**config.mk**
```make
export PLATFORM = sky130hd
export DESIGN_NAME = swl_link
export DESIGN_NICKNAME = d
export VERILOG_FILES = /design/src/pkg/swl_pkg.sv /design/src/hw/swl_link.sv
export SDC_FILE = /design/constraint.sdc
export NUM_CORES = 1
export LEC_CHECK = 0
export ABC_AREA = 1
export BUFFER_PORTS_ARGS = -buffer_cell sky130_fd_sc_hd__buf_2
export CORE_AREA = 2 2 132 147
export DETAILED_ROUTE_END_ITERATION = 12
export DIE_AREA = 0 0 134 149
export GPL_TIMING_DRIVEN = 1
export HOLD_SLACK_MARGIN = 0.05
export PLACE_DENSITY_LB_ADDON = 0.12
export SKIP_CTS_REPAIR_TIMING = 1
export SYNTH_ARGS = -nofsm -noshare
export SYNTH_HDL_FRONTEND = slang
export SYNTH_SLANG_ARGS = --single-unit
```
**constraint.sdc**
```tcl
create_clock -name pclk -period 3.2 [get_ports pclk]
set_input_delay 0.32 -clock pclk [delete_from_list [all_inputs] [get_ports pclk]]
set_output_delay 0.32 -clock pclk [all_outputs]
set_load 0.02 [all_outputs]
```
**src/pkg/swl_pkg.sv**
```systemverilog
// constants, register map and state codes for the data-strobe link block
package swl_pkg;
    // register byte offsets
    localparam logic [7:0] OFS_CTRL     = 8'h00;
    localparam logic [7:0] OFS_STATUS   = 8'h04;
    localparam logic [7:0] OFS_TIME     = 8'h08;
    localparam logic [7:0] OFS_CLKDIV   = 8'h0C;
    // control register fields
    localparam int CTRL_DIS_BIT   = 0;
    localparam int CTRL_START_BIT = 1;
    localparam int CTRL_AUTO_BIT  = 2;
    localparam int CTRL_TICK_BIT  = 4;
    localparam int CTRL_TIME_TX_BIT = 10;
    localparam int CTRL_TIME_RX_BIT = 11;
    // status register fields
    localparam int STAT_NULL_BIT  = 4;
    localparam int STAT_TICKO_BIT = 8;
    // clock divisor fields and reset values
    localparam int DIV_LINK_LSB   = 8;
    localparam logic [7:0] DIV_LINK_RST = 8'h01;
    localparam logic [7:0] DIV_RUN_RST  = 8'h00;
    // control character codes, sent least significant bit first
    localparam logic [7:0] CODE_FCT = 8'h00;
    localparam logic [7:0] CODE_EOP = 8'h01;
    localparam logic [7:0] CODE_EEP = 8'h02;
    localparam logic [7:0] CODE_ESC = 8'h03;
    localparam logic [5:0] CRED_MAX  = 6'h38;
    localparam logic [5:0] CRED_FCT  = 6'h30;
    localparam logic [5:0] CRED_STEP = 6'h08;
    // timing, in ns and then in pclk cycles
    localparam int CLK_NS   = 50;
    localparam int ERST_NS  = 6400;
    localparam int EWAIT_NS = 12800;
    localparam int DISC_NS  = 850;
    localparam logic [8:0] ERST_CYC  = 9'((ERST_NS + CLK_NS - 1) / CLK_NS);
    localparam logic [8:0] EWAIT_CYC = 9'((EWAIT_NS + CLK_NS - 1) / CLK_NS);
    localparam logic [8:0] DISC_CYC  = 9'(DISC_NS / CLK_NS);
    // second half of a two-character sequence
    localparam logic [1:0] SEC_NONE = 2'h0;
    localparam logic [1:0] SEC_FCT  = 2'h1;
    localparam logic [1:0] SEC_TIME = 2'h2;
    typedef enum logic [2:0] {
        ST_ERESET  = 3'h0,
        ST_EWAIT   = 3'h1,
        ST_READY   = 3'h2,
        ST_STARTED = 3'h3,
        ST_CONN    = 3'h4,
        ST_RUN     = 3'h5
    } swl_state_e;
endpackage

```
**src/hw/swl_link.sv**
```systemverilog
// data-strobe link interface: exchange fsm, credits, tx/rx characters, time codes
// Operation
// link disable blocks start or forces error reset
// start needs link start, or autostart plus null
// state readable; state limits transmittable characters
// time code sent only in run on request
// flow control tokens only in connecting/run
// credit cap 56; token if <=48, room+8
// data sent only in run with credit, data
// nulls fill when nothing else may go
// credits up per token, down per data
// length-driven packets, end marker, then done notify
// receiver active after error reset, needs null
// parity, escape, credit errors force error reset
// disconnect timed on the system clock
// link chars consumed; repeat end markers dropped
// all crossings synchronised to system clock
// time code is control bits plus count
// count resets zero; tick increments and sends
// tick ignored while pending; cleared when sent
// received tick flag sticky, write one clears
// count follows received codes, software writable
// control bits kept when count is current+1
// bit rate from link or run divisor+1
`timescale 1ns/10ps
module swl_link
(
    // clock and reset
    input  wire logic                pclk,
    input  wire logic                presetn,
    // apb slave
    input  wire logic                psel,
    input  wire logic                penable,
    input  wire logic                pwrite,
    input  wire logic [7:0]          paddr,
    input  wire logic [31:0]         pwdata,
    output logic      [31:0]         prdata,
    output logic                     pready,
    output logic                     pslverr,
    // link pins
    input  wire logic                rx_d,
    input  wire logic                rx_s,
    output logic                     tx_d,
    output logic                     tx_s,
    // transmit packet source
    input  wire logic                pkt_len_valid,
    input  wire logic [15:0]         pkt_len,
    input  wire logic                pkt_eep,
    output logic                     pkt_len_ready,
    output logic                     pkt_done,
    input  wire logic                tx_valid,
    input  wire logic [7:0]          tx_data,
    output logic                     tx_ready,
    // receive fifo sink
    output logic                     rx_valid,
    output logic [8:0]               rx_data,
    input  wire logic [6:0]          rx_free
);
    import swl_pkg::*;

    function automatic logic [9:0] swl_char(input logic ctl, input logic [7:0] v,
                                            input logic pp);
        swl_char = {v, ctl, 1'b1 ^ ctl ^ pp}; // odd parity over previous data + flag
    endfunction

    swl_state_e  state_r, state_nxt;
    logic [8:0]  tmr_r;
    logic        link_dis_r, link_start_r, autostart_r;
    logic        time_transmit_enable_r, time_receive_enable_r;
    logic [7:0]  div_link_r, div_run_r, div_cnt_r;
    logic [5:0]  time_cnt_r, in_cnt_r, out_cnt_r;
    logic [1:0]  time_ctl_r, tx_sec_r;
    logic        tick_pend_r, tick_out_r;
    logic [31:0] prdata_r;
    logic [13:0] tx_sh_r;
    logic [3:0]  tx_cnt_r, rx_n_r;
    logic        tx_par_r, tx_d_r, tx_s_r;
    logic        pkt_act_r, pkt_done_r;
    logic [15:0] pkt_rem_r;
    logic        rd1_r, rd2_r, rd3_r, rs1_r, rs2_r, rs3_r;
    logic [9:0]  rx_sh_r;
    logic        rx_flag_r, rx_par_r, rx_esc_r, rx_null_r, rx_seen_r, last_eop_r;
    logic [8:0]  disc_r;
    logic        rx_valid_r;
    logic [8:0]  rx_data_r;

    // apb decode; zero wait states, read data captured in the setup cycle
    wire        acc      = psel & penable;
    wire        hit      = paddr == OFS_CTRL || paddr == OFS_STATUS ||
                           paddr == OFS_TIME || paddr == OFS_CLKDIV;
    wire        wr       = acc & pwrite & hit;
    wire        wr_ctrl  = wr & (paddr == OFS_CTRL);
    wire        wr_stat  = wr & (paddr == OFS_STATUS);
    wire        wr_time  = wr & (paddr == OFS_TIME);
    wire        wr_div   = wr & (paddr == OFS_CLKDIV);
    wire        tick_req = wr_ctrl & pwdata[CTRL_TICK_BIT] & time_transmit_enable_r &
                           ~tick_pend_r;
    wire [31:0] rd_mux   =
        (paddr == OFS_CTRL)   ? {20'h0_0000, time_receive_enable_r, time_transmit_enable_r,
                                 5'h00, tick_pend_r, 1'b0, autostart_r, link_start_r, link_dis_r} :
        (paddr == OFS_STATUS) ? {23'h00_0000, tick_out_r, 3'h0, rx_null_r, 1'b0,
                                 state_r} :
        (paddr == OFS_TIME)   ? {24'h00_0000, time_ctl_r, time_cnt_r} :
        (paddr == OFS_CLKDIV) ? {16'h0000, div_link_r, div_run_r} : 32'h0000_0000;
    assign pready  = 1'b1;
    assign pslverr = acc & ~hit;
    assign prdata  = prdata_r;

    // receiver: pins pass two flops, third flop only remembers the old level
    wire       rx_en   = state_r != ST_ERESET;
    wire       rx_bit  = rx_en & ((rd2_r ^ rd3_r) | (rs2_r ^ rs3_r));
    wire [9:0] rx_sh_n = {rd2_r, rx_sh_r[9:1]};
    wire [3:0] rx_n_n  = rx_n_r + 4'h1;
    wire       c_done  = rx_bit & (rx_n_n == 4'h4) & rx_flag_r;
    wire       d_done  = rx_bit & (rx_n_n == 4'hA);
    wire [1:0] c_code  = rx_sh_n[9:8];
    wire       c_par   = rx_sh_n[6] ^ 1'b1 ^ rx_par_r;
    wire       d_par   = rx_sh_n[0] ^ rx_par_r;
    wire       par_err = rx_null_r & ((c_done & ~c_par) | (d_done & ~d_par));
    wire       esc_err = rx_null_r & rx_esc_r & c_done & (c_code != CODE_FCT[1:0]);
    wire       null_ev = rx_esc_r & c_done & (c_code == CODE_FCT[1:0]);
    wire       fct_ev  = rx_null_r & ~rx_esc_r & c_done & (c_code == CODE_FCT[1:0]);
    wire       eop_ev  = rx_null_r & ~rx_esc_r & c_done & (c_code[1] ^ c_code[0]);
    wire       dat_ev  = rx_null_r & ~rx_esc_r & d_done;
    wire       time_ev = rx_null_r & rx_esc_r & d_done;
    wire       disc_err = rx_seen_r & (disc_r >= DISC_CYC);
    wire       cred_err = (fct_ev & (in_cnt_r > CRED_FCT)) |
                          ((dat_ev | eop_ev) & (out_cnt_r == 6'h00));
    wire       seq_err  = ((dat_ev | eop_ev | time_ev) & state_r != ST_RUN) |
                          (fct_ev & state_r != ST_CONN & state_r != ST_RUN);
    wire       rx_err   = par_err | esc_err | disc_err | cred_err | seq_err;
    wire       push_dat = dat_ev & state_r == ST_RUN;
    wire       push_eop = eop_ev & state_r == ST_RUN & ~last_eop_r;

    // exchange level state machine
    wire stop_req = rx_err | link_dis_r;
    always_comb
    begin
        state_nxt = state_r;
        unique case (state_r)
            ST_ERESET:  if (tmr_r >= ERST_CYC) state_nxt = ST_EWAIT;
            ST_EWAIT:   if (rx_err) state_nxt = ST_ERESET;
                        else if (tmr_r >= EWAIT_CYC) state_nxt = ST_READY;
            ST_READY:   if (rx_err) state_nxt = ST_ERESET;
                        else if (~link_dis_r & (link_start_r | (autostart_r & rx_null_r)))
                            state_nxt = ST_STARTED;
            ST_STARTED: if (stop_req | tmr_r >= EWAIT_CYC) state_nxt = ST_ERESET;
                        else if (rx_null_r) state_nxt = ST_CONN;
            ST_CONN:    if (stop_req | tmr_r >= EWAIT_CYC) state_nxt = ST_ERESET;
                        else if (fct_ev) state_nxt = ST_RUN;
            ST_RUN:     if (stop_req) state_nxt = ST_ERESET;
            default:    state_nxt = ST_ERESET;
        endcase
    end

    // transmitter character selection, one decision per character boundary
    wire       run     = state_r == ST_RUN;
    wire       tx_on   = state_r == ST_STARTED | state_r == ST_CONN | run;
    wire [7:0] div_sel = run ? div_run_r : div_link_r;
    wire       bit_tk  = div_cnt_r == div_sel;
    wire       tx_load = tx_on & bit_tk & (tx_cnt_r == 4'h0);
    wire       sel_sec = tx_sec_r != SEC_NONE;
    wire       sel_tim = ~sel_sec & run & time_transmit_enable_r & tick_pend_r;
    wire       fct_ok  = (state_r == ST_CONN | run) & (out_cnt_r <= CRED_FCT) &
                         ({1'b0, rx_free} >= {2'b00, out_cnt_r} + 8'h08);
    wire       sel_fct = ~sel_sec & ~sel_tim & fct_ok;
    wire       nch_ok  = run & (in_cnt_r != 6'h00) & pkt_act_r &
                         ((pkt_rem_r == 16'h0000) | tx_valid);
    wire       sel_nch = ~sel_sec & ~sel_tim & ~sel_fct & nch_ok;
    wire       sel_dat = sel_nch & (pkt_rem_r != 16'h0000);
    wire       sel_eop = sel_nch & (pkt_rem_r == 16'h0000);
    wire       sel_nul = ~sel_sec & ~sel_tim & ~sel_fct & ~sel_nch;
    wire       is_dat  = (tx_sec_r == SEC_TIME) | sel_dat;
    wire [7:0] tx_v    = (tx_sec_r == SEC_FCT)  ? CODE_FCT :
                         (tx_sec_r == SEC_TIME) ? {time_ctl_r, time_cnt_r} :
                         sel_fct ? CODE_FCT : sel_dat ? tx_data :
                         sel_eop ? (pkt_eep ? CODE_EEP : CODE_EOP) : CODE_ESC;
    wire [9:0] tx_w    = swl_char(~is_dat, tx_v, tx_par_r);
    wire       tx_b    = tx_load ? tx_w[0] : tx_sh_r[0];
    wire       tx_step = tx_load | (tx_on & bit_tk & tx_cnt_r != 4'h0);
    wire       tim_out = tx_load & (tx_sec_r == SEC_TIME);

    assign tx_ready      = tx_load & sel_dat;
    assign pkt_len_ready = ~pkt_act_r;
    assign pkt_done      = pkt_done_r;
    assign tx_d          = tx_d_r;
    assign tx_s          = tx_s_r;
    assign rx_valid      = rx_valid_r;
    assign rx_data       = rx_data_r;

    // registers and time interface
    always_ff @(posedge pclk or negedge presetn)
    begin
        if (!presetn)
        begin
            {link_dis_r, link_start_r, autostart_r} <= 3'h0;
            {time_transmit_enable_r, time_receive_enable_r} <= 2'h0;
            div_link_r  <= DIV_LINK_RST;
            div_run_r   <= DIV_RUN_RST;
            time_cnt_r  <= 6'h00;
            time_ctl_r  <= 2'h0;
            tick_pend_r <= 1'b0;
            tick_out_r  <= 1'b0;
            prdata_r    <= 32'h0000_0000;
        end
        else
        begin
            if (psel & ~penable & ~pwrite) prdata_r <= rd_mux;
            if (wr_ctrl)
            begin
                link_dis_r   <= pwdata[CTRL_DIS_BIT];
                link_start_r <= pwdata[CTRL_START_BIT];
                autostart_r  <= pwdata[CTRL_AUTO_BIT];
                time_transmit_enable_r <= pwdata[CTRL_TIME_TX_BIT];
                time_receive_enable_r  <= pwdata[CTRL_TIME_RX_BIT];
            end
            if (wr_div) {div_link_r, div_run_r} <= pwdata[15:0];
            // a received code wins over a software write in the same cycle
            if (time_ev & time_receive_enable_r)
            begin
                if (rx_sh_n[7:2] == time_cnt_r + 6'h01) time_ctl_r <= rx_sh_n[9:8];
                time_cnt_r <= rx_sh_n[7:2];
            end
            else if (tick_req) time_cnt_r <= time_cnt_r + 6'h01;
            else if (wr_time) {time_ctl_r, time_cnt_r} <= pwdata[7:0];
            if (tick_req) tick_pend_r <= 1'b1;
            else if (tim_out | ~time_transmit_enable_r) tick_pend_r <= 1'b0;
            if (time_ev & time_receive_enable_r) tick_out_r <= 1'b1;
            else if (wr_stat & pwdata[STAT_TICKO_BIT]) tick_out_r <= 1'b0;
        end
    end

    // fsm, timers, credit counters and bit divider
    always_ff @(posedge pclk or negedge presetn)
    begin
        if (!presetn)
        begin
            state_r   <= ST_ERESET;
            tmr_r     <= 9'h000;
            div_cnt_r <= 8'h00;
            in_cnt_r  <= 6'h00;
            out_cnt_r <= 6'h00;
        end
        else
        begin
            state_r   <= state_nxt;
            tmr_r     <= (state_nxt != state_r) ? 9'h000 : tmr_r + 9'h001;
            div_cnt_r <= (bit_tk | ~tx_on) ? 8'h00 : div_cnt_r + 8'h01;
            if (state_r == ST_ERESET)
            begin
                in_cnt_r  <= 6'h00;
                out_cnt_r <= 6'h00;
            end
            else
            begin
                in_cnt_r  <= in_cnt_r + ((fct_ev & ~cred_err) ? CRED_STEP : 6'h00)
                             - {5'h00, tx_load & sel_nch};
                out_cnt_r <= out_cnt_r + ((tx_load & sel_fct) ? CRED_STEP : 6'h00)
                             - {5'h00, push_dat | (eop_ev & run & ~cred_err)};
            end
        end
    end

    // transmit shifter and packet counter; strobe toggles when data repeats
    always_ff @(posedge pclk or negedge presetn)
    begin
        if (!presetn)
        begin
            tx_sh_r    <= 14'h0000;
            tx_cnt_r   <= 4'h0;
            tx_sec_r   <= SEC_NONE;
            tx_par_r   <= 1'b0;
            tx_d_r     <= 1'b0;
            tx_s_r     <= 1'b0;
            pkt_act_r  <= 1'b0;
            pkt_rem_r  <= 16'h0000;
            pkt_done_r <= 1'b0;
        end
        else
        begin
            pkt_done_r <= tx_load & sel_eop;
            if (~pkt_act_r & pkt_len_valid)
            begin
                pkt_act_r <= 1'b1;
                pkt_rem_r <= pkt_len;
            end
            else if (tx_load & sel_dat) pkt_rem_r <= pkt_rem_r - 16'h0001;
            else if (tx_load & sel_eop) pkt_act_r <= 1'b0;
            if (~tx_on)
            begin
                {tx_d_r, tx_s_r, tx_par_r} <= 3'h0;
                tx_cnt_r <= 4'h0;
                tx_sec_r <= SEC_NONE;
            end
            else if (tx_step)
            begin
                tx_d_r   <= tx_b;
                tx_s_r   <= tx_s_r ^ (tx_b == tx_d_r);
                tx_sh_r  <= tx_load ? {5'h00, tx_w[9:1]} : {1'b0, tx_sh_r[13:1]};
                tx_cnt_r <= tx_load ? (is_dat ? 4'h9 : 4'h3) : tx_cnt_r - 4'h1;
                if (tx_load)
                begin
                    tx_par_r <= ^tx_v;
                    tx_sec_r <= sel_tim ? SEC_TIME : sel_nul ? SEC_FCT : SEC_NONE;
                end
            end
        end
    end

    // receive decoder, disconnect timer and fifo push
    always_ff @(posedge pclk or negedge presetn)
    begin
        if (!presetn)
        begin
            {rd1_r, rd2_r, rd3_r, rs1_r, rs2_r, rs3_r} <= 6'h00;
            rx_sh_r    <= 10'h000;
            rx_n_r     <= 4'h0;
            {rx_flag_r, rx_par_r, rx_esc_r, rx_null_r, rx_seen_r} <= 5'h00;
            last_eop_r <= 1'b0;
            disc_r     <= 9'h000;
            rx_valid_r <= 1'b0;
            rx_data_r  <= 9'h000;
        end
        else
        begin
            {rd1_r, rd2_r, rd3_r} <= {rx_d, rd1_r, rd2_r};
            {rs1_r, rs2_r, rs3_r} <= {rx_s, rs1_r, rs2_r};
            rx_valid_r <= push_dat | push_eop;
            if (push_dat | push_eop)
                rx_data_r <= push_dat ? {1'b0, rx_sh_n[9:2]} : {1'b1, 7'h00, c_code[1]};
            if (push_dat) last_eop_r <= 1'b0;
            else if (push_eop) last_eop_r <= 1'b1;
            if (~rx_en)
            begin
                rx_n_r <= 4'h0;
                {rx_flag_r, rx_par_r, rx_esc_r, rx_null_r, rx_seen_r} <= 5'h00;
                disc_r <= 9'h000;
            end
            else
            begin
                disc_r <= rx_bit ? 9'h000 : (disc_err ? disc_r : disc_r + 9'h001);
                if (rx_bit)
                begin
                    rx_seen_r <= 1'b1;
                    rx_sh_r   <= rx_sh_n;
                    rx_n_r    <= (c_done | d_done) ? 4'h0 : rx_n_n;
                    if (rx_n_n == 4'h2) rx_flag_r <= rd2_r;
                end
                if (c_done)
                begin
                    rx_par_r <= ^c_code;
                    rx_esc_r <= c_code == CODE_ESC[1:0];
                end
                else if (d_done)
                begin
                    rx_par_r <= ^rx_sh_n[9:2];
                    rx_esc_r <= 1'b0;
                end
                if (null_ev) rx_null_r <= 1'b1;
            end
        end
    end
endmodule

```
==> results.md <==
* Total grt overflow at 0
* Clk sink count at between 150 and 200
* M1 wire length at 10100 um
* H-tree levels at 4
* Failing checks: negative setup slack
* Count of cell types in the netlist at 54
* Drt first pass iters at 5
* Synth area leaders: dfrtp_1, nand2_1, inv_1
* Final Util at 58.6%
* Pint at ~3100 uW
* Seq cells post-synth at around 160
* Vias per inst at approximately 5.2
* Combinational power share at under 10%
* Share of cells above drive strength 1 at about 18%
* Placed Instances at approximately 1500
* Syn avg cell area at 7.82 um2
* Main synth FF type: dfrtp_1
* Minimum clock period at roughly 3.2 ns
* Clock Path Buffers at 2
* CP Class: reg -> reg
* Fin Hold WS at 0.101 ns
* Worst hold path class: in -> reg
* DIE HEIGHT at ~150 um
* Clock transition at path regs at 0.08 ns
* # IOs at 130
* Tcrit/Tclk final at 100%
* Std-Cell Rows at 53
* Die width at approximately 130 um
* WL met3 at 982 um
* WL/cell at around 14 um
* CTS tree: yes
* CP Capture Type: flip-flop
* DP HPWL at 16600 um
* N_diodes at 0
* Starting Density at 49.0%
* Fmax at ~310 MHz
* Clk_skew at approximately 0.014 ns
* NetSw at 1100 uW
* Max-Cap Viols at 0
* Startpoint Class: flip-flop
* Setup TNS at -0.00485 ns
* Register area share after synthesis at a little over two fifths
* Fin. Hold Viols at 0
* I/O Buffers at 96
* Post-synth EDFFs at 0
* Detailed route wirelength on metal2 at 10700 um
* Drt drc at 0
* Proportion of netlist area held by the largest area contributor at 43.0%
* Maximum VDD drop at 0.416 mV
* Ys async rst share at 100%
* Largest net degree at the start of global routing at 70
* GRT Total Usage at 23.2%
* Switching share of power at 26.1%
* Number of global-route vias before repair at between 7000 and 8000
* CP Max Fanout at 6
* LEAKAGE at 0.00556 uW
* Die area at 0.0200 mm2
* CP arrival at 3.57 ns
* TritonCTS Buffers at 17
* Post-Route WL at about 22000 um
* RSZ-0062 raised after global routing: true
* Mapped cell area at 0.00914 mm2
* Cell count after synthesis at ~1200
* Post-route insts no fill at around 1600
* Synthesis-to-layout area growth at 19.5%
* Slew Viols, Final at 0
* Antenna viol nets, final at 0
* Initial antenna violation count at 0
* Via count at 8106
* Synth warn at 0
* Root buf cell: clkbuf_16
* Seq pwr share at 47.7%
* Global-route wire length before repair at 36700 um
* Pwr dens at 386 mW/mm2
* Top sig layer: met4
* Core area at 0.0186 mm2
* Fin nets at roughly 1400
* Iter 0 DRT Violations at 383
* Final Setup Violations at 1
* Status: finished with violations
* Max transition margin at 47.6%
* Tot Pwr at 4220 uW
* Clock Latency Late Sink at 0.44 ns
* Required @ worst endpoint at 3.56 ns
* Fin worst setup slack at -0.00485 ns
* Worst slew pin tran at 0.778 ns
* RePlAce Congestion at 0.877
* Clock power share at 47.9%
* Top cell type by total area after synthesis: dfrtp_1
-- power by group through the flow --
stage               combinational [uW]  sequential (uW)  clock [uW]
floorplan                         81.0             2060           0
global placement                   182             2050           0
detailed placement                 184             2050           0
CTS                                184             2010        2050
global route                       209             2010        2140
finish                             185             2010        2020
-- routing by layer --
metal	global-route usage, %	up-vias
li1	-	4071
met1	30.1	3806
met2	38.2	187
met3	4.04	42
met4	10.2	0
met5	0	-
-- cells in the mapped netlist, types with 3 or more instances --
library cell	number
a21oi_1	50
a221oi_1	3
a22oi_1	3
a31oi_1	14
and3_1	5
buf_2	4
buf_4	19
clkbuf_1	16
dfrtp_1	157
ha_1	38
inv_1	164
inv_2	4
mux2_2	11
nand2_1	250
nand3_1	59
nand4_1	17
nor2_1	119
nor2_2	4
nor3_1	18
nor4_1	4
o2111ai_1	3
o211ai_1	8
o21ai_0	102
o21ai_1	4
o221ai_1	6
o22ai_1	7
o31ai_1	4
or2_2	5
xnor2_1	8
xor2_1	28
-- registers in the layout, indices dropped and copies added, names as in the netlist, 9 cells and up --
name and count:
disc_r 9, tx_sh_r 9, pkt_rem_r 16, prdata 16
rx_sh_r 9, tmr_r 9
-- placed cells by master, fill, tap and decap left out, types with 14 or more instances in the layout --
cell and n:
nor2_1 113, ha_1 35, o21ai_0 97, xor2_1 28, dfrtp_1 157, clkbuf_16 17
buf_4 48, conb_1 17, nand4_1 17, nor3_1 18, nand3_1 57, buf_2 94
a21oi_1 45, a31oi_1 14, nand2_1 247, inv_1 159
-- path summary, 6_finish.rpt --
| kind | from | end | slack (ns) | cells past startpoint |
|---|---|---|---|---|
| max in group asynchronous | presetn | in_cnt_r[0]$_DFF_PN0_ | 1.90 | 3 |
| min reg2reg | rs1_r$_DFF_PN0_ | rs2_r$_DFF_PN0_ | 0.36 | 0 |
| max | state_r[1]$_DFF_PN0_ | in_cnt_r[5]$_DFF_PN0_ | -0.005 | 23 |
| max reg2reg | state_r[1]$_DFF_PN0_ | in_cnt_r[5]$_DFF_PN0_ | -0.005 | 23 |
| min in group asynchronous | presetn | disc_r[4]$_DFFE_PN0P_ | 0.45 | 2 |
| min | pwdata[9] | div_link_r[1]$_DFFE_PN0P_ | 0.10 | 2 |
-- layout make-up --
type,instances,area (um2)
timing repair buffer,151,946
fill,1747,7710
sequential,158,3960
tap,247,309
clock buffer,17,425
clock inverter,15,164
inverter,170,641
multi-input combinational,814,4480
-- critical path, stage by stage (launching register included) --
cell     delay [ns]
dfrtp_1        0.42
buf_6          0.15
inv_4          0.06
nand2_4        0.05
nor2_4         0.17
buf_6          0.12
o21ai_2        0.05
xor2_1         0.17
nor4_2         0.35
nand3_2        0.21
inv_2          0.12
nand2_4        0.06
nor2_4         0.12
ha_2           0.18
inv_2          0.04
ha_4           0.15
inv_2          0.05
fa_2           0.19
inv_2          0.04
nand2_1        0.05
nand2_1        0.06
a21oi_2        0.15
o21ai_1        0.08
a21oi_1        0.11
-- per-stage QoR --
| stage | instance area, um2 | worst slack [ns] |
|---|---|---|
| after CTS | 10700 | -0.0624 |
| after global routing | 10900 | -0.204 |
| after floorplan | 9200 | 0.0875 |
| after global placement | 10100 | 0.0564 |
| after detailed placement | 10100 | -0.00874 |
| final | 10900 | -0.00485 |
-- cell families after synthesis --
kind of cell,after synthesis,share of synthesized area [%]
and+or+nand+nor,495,23.1
buffers and inverters,211,9.67
muxes,11,1.36
other,2,0.0822
AOI/OAI and AO/OA,215,13.4
xor gates and xnor gates,36,3.45
adders and majority gates,40,5.64
DFF,158,43.3
(Power assumes the default switching activity.)
